==> src/design/fsw_pkg.sv <==
// Shared constants for the status-register write path of a small SPI flash
// and for the controller that drives it.
// Assumes both ends run on one 20 MHz pclk with an asynchronous low reset.
package fsw_pkg;

    // Command opcodes carried on the serial link.
    localparam logic [7:0] OP_WRITE_STATUS   = 8'h01;
    localparam logic [7:0] OP_WRITE_STATUS2  = 8'h31;
    localparam logic [7:0] OP_READ_STATUS    = 8'h05;
    localparam logic [7:0] OP_WRITE_ENABLE   = 8'h06;
    localparam logic [7:0] OP_WRITE_DISABLE  = 8'h04;
    localparam logic [7:0] OP_RESET          = 8'hf0;

    // Field positions of status byte one, status byte two and the write data.
    localparam int unsigned SB1_LOCK_BIT     = 7;
    localparam int unsigned SB1_WPP_BIT      = 4;
    localparam int unsigned SB1_PROT_BIT     = 2;
    localparam int unsigned SB1_LATCH_BIT    = 1;
    localparam int unsigned BUSY_BIT         = 0;
    localparam int unsigned SB2_RESET_EN_BIT = 4;

    // Power-up values.
    localparam logic RST_LOCK                = 1'b0;
    localparam logic RST_PROT                = 1'b0;
    localparam logic RST_LATCH               = 1'b0;
    localparam logic RST_RESET_EN            = 1'b0;

    // Controller register map on APB (byte addresses).
    localparam int unsigned APB_AW           = 12;
    localparam logic [11:0] REG_CMD          = 12'h000;
    localparam logic [11:0] REG_STAT         = 12'h004;
    localparam logic [11:0] REG_RX           = 12'h008;
    localparam int unsigned CMD_OP_LSB       = 0;
    localparam int unsigned CMD_DATA_LSB     = 8;
    localparam int unsigned CMD_LEN_LSB      = 16;
    localparam int unsigned CMD_POLL_BIT     = 24;

    // Serial clock timing.
    localparam int unsigned PCLK_NS          = 50;
    localparam int unsigned SCK_HALF_NS      = 400;
    localparam int unsigned SCK_HALF_CYC     = SCK_HALF_NS / PCLK_NS;

    typedef enum logic [2:0] {
        HS_IDLE,
        HS_LOW,
        HS_HIGH,
        HS_TRAIL,
        HS_GAP
    } fsw_host_state_type;

endpackage : fsw_pkg

==> src/design/fsw_spi_if.sv <==
// Serial link between the flash status logic and its controller.
// Assumes the bench drives nothing on it; the two ends drive all signals.
`timescale 1ns/100ps
interface fsw_spi_if;
    logic cs_n;
    logic sck;
    logic mosi;
    logic miso;
    logic miso_oe;

    modport dev (
        input  cs_n,
        input  sck,
        input  mosi,
        output miso,
        output miso_oe
    );

    modport host (
        output cs_n,
        output sck,
        output mosi,
        input  miso
    );
endinterface : fsw_spi_if

==> src/design/fsw_dev.sv <==
// Device end: status registers, write-status commands and status read-out.
// Assumes cs_n, sck, mosi and wp_n arrive asynchronously; busy comes from
// logic on pclk. Serial mode 0: data in on sck rise, data out on sck fall.
//
// Notes on behaviour
// - Host polls status until busy reads zero.
// - Busy flag is bit zero of both bytes.
// - Reset command ignored while enable bit is zero.
// - Reset command acts when enable bit is one.
// - Enable bit survives reset command; only rewritten.
// - Byte two: enable bit four, busy bit zero.
// - Write status: opcode 01h, one data byte.
// - Data bit seven is lock, bit two protect.
// - Status writes need write enable latch set.
// - Valid frame end updates bits, clears latch.
// - Partial byte aborts, keeps bits, clears latch.
// - Protect change depends on lock and pin.
// - Pin asserted: lock may only be set.
// - Byte two write: opcode 31h, bit four.
// - Valid byte two frame stores bit, clears latch.
// - Partial byte two frame aborts, clears latch.
// - Enable bit changes only by byte two write.
// - Opcode 05h streams both status bytes repeatedly.
// - Incomplete opcode leaves write enable latch set.
//
// Our own choices: the APB interface to the registers and the register offsets.
`timescale 1ns/100ps
module fsw_dev (
    // Clock and reset
    input  wire logic pclk,
    input  wire logic presetn,
    // Serial link
    fsw_spi_if.dev    spi,
    // Pin and core inputs
    input  wire logic wp_n,
    input  wire logic busy,
    // State outputs
    output logic      protect_lock,
    output logic      array_protect,
    output logic      write_enable_latch,
    output logic      reset_command_enable,
    output logic      soft_reset
);

    logic [2:0] cs_sync_q;
    logic [2:0] sck_sync_q;
    logic [1:0] mosi_sync_q;
    logic [1:0] wp_sync_q;
    logic [2:0] bit_cnt_q;
    logic [1:0] byte_cnt_q;
    logic [7:0] shift_q;
    logic [7:0] opcode_q;
    logic [7:0] data_q;
    logic       read_act_q;
    logic [3:0] read_idx_q;
    logic       miso_q;
    logic       miso_oe_q;
    logic       lock_q;
    logic       prot_q;
    logic       wr_en_q;
    logic       reset_en_q;
    logic       soft_reset_q;

    logic       cs_active;
    logic       frame_end;
    logic       sck_rise;
    logic       sck_fall;
    logic [7:0] byte_in;
    logic       byte_done;
    logic       opcode_seen;
    logic       aligned;
    logic       data_full;
    logic       wp_asserted;
    logic       wrsr_valid;
    logic       wrsr2_valid;
    logic       lock_clear_refused;
    logic [7:0] status1;
    logic [7:0] status2;
    logic [15:0] status_word;

    ////////////////////////////////////////////////////////////////////////////
    // Synchronisers. Only the second and third stages feed any logic.

    always_ff @(posedge pclk or negedge presetn) begin
        if (!presetn) begin
            cs_sync_q   <= 3'h7;
            sck_sync_q  <= 3'h0;
            mosi_sync_q <= 2'h0;
            wp_sync_q   <= 2'h3;
        end else begin
            cs_sync_q   <= {cs_sync_q[1:0], spi.cs_n};
            sck_sync_q  <= {sck_sync_q[1:0], spi.sck};
            mosi_sync_q <= {mosi_sync_q[0], spi.mosi};
            wp_sync_q   <= {wp_sync_q[0], wp_n};
        end
    end

    assign cs_active   = !cs_sync_q[1];
    assign frame_end   = cs_sync_q[1] && !cs_sync_q[2];
    assign sck_rise    = cs_active && sck_sync_q[1] && !sck_sync_q[2];
    assign sck_fall    = cs_active && !sck_sync_q[1] && sck_sync_q[2];
    assign byte_in     = {shift_q[6:0], mosi_sync_q[1]};
    assign byte_done   = sck_rise && (bit_cnt_q == 3'h7);
    assign wp_asserted = !wp_sync_q[1];

    ////////////////////////////////////////////////////////////////////////////
    // Frame decode, evaluated in the cycle in which the synchronised chip select (cs_sync_q[1]) rises.

    assign opcode_seen = byte_cnt_q != 2'h0;
    assign aligned     = bit_cnt_q == 3'h0;
    assign data_full   = aligned && (byte_cnt_q >= 2'h2);
    // Extra whole bytes after the data byte change nothing.
    assign wrsr_valid  = frame_end && (opcode_q == fsw_pkg::OP_WRITE_STATUS)
                         && data_full && wr_en_q;
    assign wrsr2_valid = frame_end && (opcode_q == fsw_pkg::OP_WRITE_STATUS2)
                         && data_full && wr_en_q;
    assign lock_clear_refused = wp_asserted
                         && !data_q[fsw_pkg::SB1_LOCK_BIT];

    ////////////////////////////////////////////////////////////////////////////
    // Bit and byte capture.

    always_ff @(posedge pclk or negedge presetn) begin
        if (!presetn) begin
            bit_cnt_q  <= 3'h0;
            byte_cnt_q <= 2'h0;
            shift_q    <= 8'h00;
            opcode_q   <= 8'h00;
            data_q     <= 8'h00;
        end else if (cs_sync_q[2]) begin
            bit_cnt_q  <= 3'h0;
            byte_cnt_q <= 2'h0;
        end else if (sck_rise) begin
            shift_q   <= byte_in;
            bit_cnt_q <= bit_cnt_q + 3'h1;
            if (byte_done) begin
                if (byte_cnt_q == 2'h0) begin
                    opcode_q <= byte_in;
                end
                if (byte_cnt_q == 2'h1) begin
                    data_q <= byte_in;
                end
                if (byte_cnt_q != 2'h3) begin
                    byte_cnt_q <= byte_cnt_q + 2'h1;
                end
            end
        end
    end

    ////////////////////////////////////////////////////////////////////////////
    // Write enable latch.

    always_ff @(posedge pclk or negedge presetn) begin
        if (!presetn) begin
            wr_en_q <= fsw_pkg::RST_LATCH;
        end else if (frame_end && opcode_seen) begin
            unique case (opcode_q)
                fsw_pkg::OP_WRITE_ENABLE: begin
                    if (aligned) begin
                        wr_en_q <= 1'b1;
                    end
                end
                fsw_pkg::OP_WRITE_DISABLE: begin
                    if (aligned) begin
                        wr_en_q <= 1'b0;
                    end
                end
                // Done, aborted or refused alike, the latch falls.
                fsw_pkg::OP_WRITE_STATUS,
                fsw_pkg::OP_WRITE_STATUS2: begin
                    wr_en_q <= 1'b0;
                end
                fsw_pkg::OP_RESET: begin
                    if (aligned && reset_en_q) begin
                        wr_en_q <= fsw_pkg::RST_LATCH;
                    end
                end
                default: begin
                end
            endcase
        end
    end

    ////////////////////////////////////////////////////////////////////////////
    // Lock and protect bits. The pin level is the one seen at frame end.

    always_ff @(posedge pclk or negedge presetn) begin
        if (!presetn) begin
            lock_q <= fsw_pkg::RST_LOCK;
            prot_q <= fsw_pkg::RST_PROT;
        end else if (wrsr_valid && !lock_clear_refused) begin
            lock_q <= data_q[fsw_pkg::SB1_LOCK_BIT];
            // A held lock under an asserted pin freezes protection.
            if (!(lock_q && wp_asserted)) begin
                prot_q <= data_q[fsw_pkg::SB1_PROT_BIT];
            end
        end
    end

    ////////////////////////////////////////////////////////////////////////////
    // Reset command enable and the reset command itself.

    always_ff @(posedge pclk or negedge presetn) begin
        if (!presetn) begin
            reset_en_q <= fsw_pkg::RST_RESET_EN;
        end else if (wrsr2_valid) begin
            reset_en_q <= data_q[fsw_pkg::SB2_RESET_EN_BIT];
        end
    end

    always_ff @(posedge pclk or negedge presetn) begin
        if (!presetn) begin
            soft_reset_q <= 1'b0;
        end else begin
            soft_reset_q <= frame_end && aligned && opcode_seen
                            && (opcode_q == fsw_pkg::OP_RESET)
                            && reset_en_q;
        end
    end

    ////////////////////////////////////////////////////////////////////////////
    // Status read-out. Each bit is taken live, so every pass shows fresh state.

    always_comb begin
        status1 = 8'h00;
        status1[fsw_pkg::SB1_LOCK_BIT] = lock_q;
        status1[fsw_pkg::SB1_WPP_BIT]  = wp_sync_q[1];
        status1[fsw_pkg::SB1_PROT_BIT] = prot_q;
        status1[fsw_pkg::SB1_LATCH_BIT] = wr_en_q;
        status1[fsw_pkg::BUSY_BIT]     = busy;
        status2 = 8'h00;
        status2[fsw_pkg::SB2_RESET_EN_BIT] = reset_en_q;
        status2[fsw_pkg::BUSY_BIT]     = busy;
    end

    assign status_word = {status1, status2};

    always_ff @(posedge pclk or negedge presetn) begin
        if (!presetn) begin
            read_act_q <= 1'b0;
            read_idx_q <= 4'h0;
            miso_q     <= 1'b0;
            miso_oe_q  <= 1'b0;
        end else if (!cs_active) begin
            read_act_q <= 1'b0;
            read_idx_q <= 4'h0;
            miso_oe_q  <= 1'b0;
        end else if (byte_done && byte_cnt_q == 2'h0) begin
            read_act_q <= byte_in == fsw_pkg::OP_READ_STATUS;
        end else if (sck_fall && read_act_q) begin
            miso_q     <= status_word[4'hf - read_idx_q];
            miso_oe_q  <= 1'b1;
            read_idx_q <= read_idx_q + 4'h1;
        end
    end

    assign spi.miso             = miso_q;
    assign spi.miso_oe          = miso_oe_q;
    assign protect_lock         = lock_q;
    assign array_protect        = prot_q;
    assign write_enable_latch   = wr_en_q;
    assign reset_command_enable = reset_en_q;
    assign soft_reset           = soft_reset_q;

endmodule : fsw_dev

==> src/flat_wrapper.sv <==
// flat-port wrapper written by rule: the top's interface ports become plain ports
module fsw_dev_flat 
  (pclk, presetn, wp_n, busy, protect_lock, array_protect, write_enable_latch, reset_command_enable, soft_reset, spi_cs_n, spi_sck, spi_mosi, spi_miso, spi_miso_oe);
  fsw_spi_if spi_i ();
  input  wire logic pclk;
  input  wire logic presetn;
  input  wire logic wp_n;
  input  wire logic busy;
  output logic protect_lock;
  output logic array_protect;
  output logic write_enable_latch;
  output logic reset_command_enable;
  output logic soft_reset;
  input wire logic [$bits(spi_i.cs_n)-1:0] spi_cs_n;
  input wire logic [$bits(spi_i.sck)-1:0] spi_sck;
  input wire logic [$bits(spi_i.mosi)-1:0] spi_mosi;
  output wire logic [$bits(spi_i.miso)-1:0] spi_miso;
  output wire logic [$bits(spi_i.miso_oe)-1:0] spi_miso_oe;
  assign spi_i.cs_n = spi_cs_n;
  assign spi_i.sck = spi_sck;
  assign spi_i.mosi = spi_mosi;
  assign spi_miso = spi_i.miso;
  assign spi_miso_oe = spi_i.miso_oe;
  fsw_dev u_core (.pclk(pclk), .presetn(presetn), .spi(spi_i), .wp_n(wp_n), .busy(busy), .protect_lock(protect_lock), .array_protect(array_protect), .write_enable_latch(write_enable_latch), .reset_command_enable(reset_command_enable), .soft_reset(soft_reset));
endmodule
==> config.mk <==
export PLATFORM = sky130hd
export DESIGN_NAME = fsw_dev_flat
export DESIGN_NICKNAME = d
export VERILOG_FILES = /design/src/design/fsw_pkg.sv /design/src/design/fsw_spi_if.sv /design/src/design/fsw_dev.sv /design/src/flat_wrapper.sv
export SDC_FILE = /design/constraint.sdc
export NUM_CORES = 1
export LEC_CHECK = 0
export BUFFER_PORTS_ARGS = -buffer_cell sky130_fd_sc_hd__buf_2
export CORE_ASPECT_RATIO = 1.75
export CORE_MARGIN = 5
export CORE_UTILIZATION = 53
export CTS_CLUSTER_SIZE = 10
export DETAILED_ROUTE_END_ITERATION = 10
export PLACE_DENSITY = 0.75
export REMOVE_ABC_BUFFERS = 1
export SETUP_SLACK_MARGIN = 0.4
export SLEW_MARGIN = 40
export SYNTH_ARGS = -nofsm -noshare
export SYNTH_HDL_FRONTEND = slang
export SYNTH_SLANG_ARGS = --single-unit
==> constraint.sdc <==
create_clock -name pclk -period 1.8 [get_ports pclk]
set_clock_uncertainty 0.05 [all_clocks]
set_input_delay 0.09 -clock pclk [delete_from_list [all_inputs] [get_ports pclk]]
set_output_delay 0.09 -clock pclk [all_outputs]
set_load 0.02 [all_outputs]
==> impl_results.md <==
* DR pass1 iterations at 4
* Crit-path most repeated cell: ha_4
* Leak at 1.29 nW
* Worst hold path type: in -> async
* R2R Setup Slk at 0.09 ns
* Drc violations at 0
* RR Endpoint: u_core.opcode_q[7]
* Worst-Skew Late Latency at 0.30 ns
* Vias in the first global route at 1497
* EDFF count, synth at 0
* CTS tree: built
* Startpoint Class: flop
* Async S/R FF share, synth at 100%
* Max_slew headroom at 68.1%
* Share of layout cells above drive strength 1 at 46.9%
* Placed Instance Area at 2280 um^2
* Met3 Routed Length at 147 um
* Vias at 1424
* Dominant cell type by area after synthesis: dfrtp_1
* Critical path endpoint category: flop
* Placer Congestion at 0.872
* Worst slack at placement at 0.00366 ns
* Fillers at 255
* Worst r2r path cells at 8
* Max incr delay on CP at 0.40 ns
* Tmin final at 1.71 ns
* Final Non-Filler Cells at 259
* Netlist cell types at 45
* Die Y-Extent at 93.5 um
* Synth Flop Type: dfrtp_1
* N_diodes at 0
* Clock transition at path regs at 0.08 ns
* Aggregate routed wire length at 4460 um
* Clk sink count at 45
* Largest net degree at the start of global routing at 22
* Gr usage total at 16.8%
* Top Ports at 14
* First-pass GRT wire length at 6790 um
* Final instance area at 2730 um^2
* Post-layout worst setup margin at 0.0942 ns
* Initial DRC Count at 50
* Core area at 3870 um^2
* Full die area at 5400 um^2
* Top sig layer: met4
* Layout area overhead at 29.3%
* Clock root cell: clkbuf_8
* Worst setup path category: reg -> reg
* Initial Util at 54.6%
* Arr. time, crit path at 1.84 ns
* Register area share after synthesis at 53.6%
* Clock Path Buffers at 2
* Drt wl/cell at 17.2 um
* Inst Count DP at 233
* # rows at 30
* Synthesized area per cell at 12.6 um^2
* Status: finished, final reports clean
* Highest Clock Rate at 0.586 GHz
* TNS Setup at 0 ns
* Top-count cell post-synth: dfrtp_1
* I/O Buffers at 13
* Synth area leaders: dfrtp_1 47%, mux2_4 8.5%, dfstp_2 6.2%
* Critical path cell sequence: buf_4, buf_6, ha_4, ha_4, nand2_4, nor2_8, nand2_8, mux2_4
* Hold Worst Slack at 0.231 ns
* Post-DP HPWL at 2930 um
* Worst path required time at 1.93 ns
* CTS H-tree lvls at 2
* Initial antenna violation count at 0
* Via density at 5.50
* PD cells at 771 nW/um^2
* Most instantiated cells after synthesis: 40 x dfrtp_1, 19 x nor2_1, 12 x mux2_4
* Max-cap violations at 0
* Post-synthesis cell count at 167
* Final setup violation count at 0
* Worst VDD drop at 0.689 mV
* Final #Nets at 225
* Cts bufs inserted at 5
* Die width at 57.7 um
* CP Max Fanout at 8
* Tightest Pin Transition at 0.479 ns
* Seq cells post-synth at 45
* Yosys top cell area share at 47.4%
* Unrepaired setup endpoints after global routing: true
* Grt ovf at 0
* Mapped cell area at 2110 um^2
* Final ANT Viol Nets at 0
* Fin util at 70.6%
* Slowest CP cell: dfrtp_1
* Final Hold Vio Count at 0
* Syn. warnings at 0
* Fin crit share at 94.8%
* Met2 wire length at 2540 um
* Reg2reg start: u_core.bit_cnt_q[0]
* Total Power at 2.11 mW
* Met1 WL at 1590 um
* Slew Limit Fails at 0
## state kept, by name, summed over array words and instances, names as in the netlist
signal and cells:
u_core.array_protect 1, u_core.bit_cnt_q 3, u_core.byte_cnt_q 2, u_core.cs_sync_q 3
u_core.data_q 3, u_core.mosi_sync_q 2, u_core.opcode_q 8, u_core.protect_lock 1
u_core.read_act_q 1, u_core.read_idx_q 4, u_core.reset_command_enable 1, u_core.sck_sync_q 3
u_core.shift_q 7, u_core.soft_reset 1, u_core.spi.miso 1, u_core.spi.miso_oe 1
u_core.wp_sync_q 2, u_core.write_enable_latch 1
## metal layers
| metal | global-route usage, % | vias up |
|---|---|---|
| met1 | 16.4 | 710 |
| met2 | 30.2 | 33 |
| met5 | 0 | - |
| met4 | 12.0 | 0 |
| met3 | 3.31 | 14 |
| li1 | - | 667 |
## worst max-delay path: cells and delay by family, from the launching register on
family                   cells  cell delay [ns]
flip-flops                   1             0.40
adder cells (fa/ha/maj)      2             0.32
multiplexers                 1             0.32
buffers and inverters        2             0.25
AND/OR/NAND/NOR              3             0.24
## timing repair
action	4_1_cts	5_1_grt
resized for setup	23	22
pin swaps	11	6
setup endpoints to repair	22	31
cloned	0	0
hold buffers	5	0
endpoints found under the hold margin	21	0
setup buffers	10	3
## power by group
group	leakage (nW)	switching [mW]	internal, mW	total, mW
Sequential	0.583	0.0729	1.07	1.14
Combinational	0.652	0.0670	0.116	0.183
Clock	0.0585	0.327	0.452	0.779
## layout make-up
type	count	area [um^2]	share of cell area [%]
clock buffer	7	86.3	3.16
clock inverter	1	30.0	1.10
inverter	5	18.8	0.687
multi-input combinational	113	1100	40.4
sequential	45	1140	41.6
tap	48	60.1	2.20
timing repair buffer	40	295	10.8
## cells by family after synthesis
group / synth area share, %
mux: 13.8
flops: 53.6
buf+inv: 2.01
compound gates: 5.81
fa+ha+maj: 4.74
simple gates: 18.0
xor+xnor: 2.07
## worst max path at each step
| stage | to | from |
|---|---|---|
| final | u_core.opcode_q[7] | u_core.bit_cnt_q[0] |
| after global routing | u_core.array_protect | u_core.opcode_q[6] |
| after CTS | u_core.protect_lock | u_core.byte_cnt_q[0] |
| after detailed placement | u_core.array_protect | u_core.opcode_q[3] |
| after global placement | u_core.array_protect | u_core.opcode_q[3] |
| after floorplan | u_core.shift_q[0] | u_core.cs_sync_q[1] |
## cells in the final DEF (no fill, tap or decap), types with 4 or more instances in the layout
master         instances
buf_6                  4
clkbuf_8               6
dlygate4sd3_1          5
dfstp_2                5
nor2_1                16
buf_4                 18
ha_4                   4
dfrtp_1               37
a21oi_1                5
mux2_4                20
buf_2                 13
nand2_1               11
(Power assumes the default switching activity.)
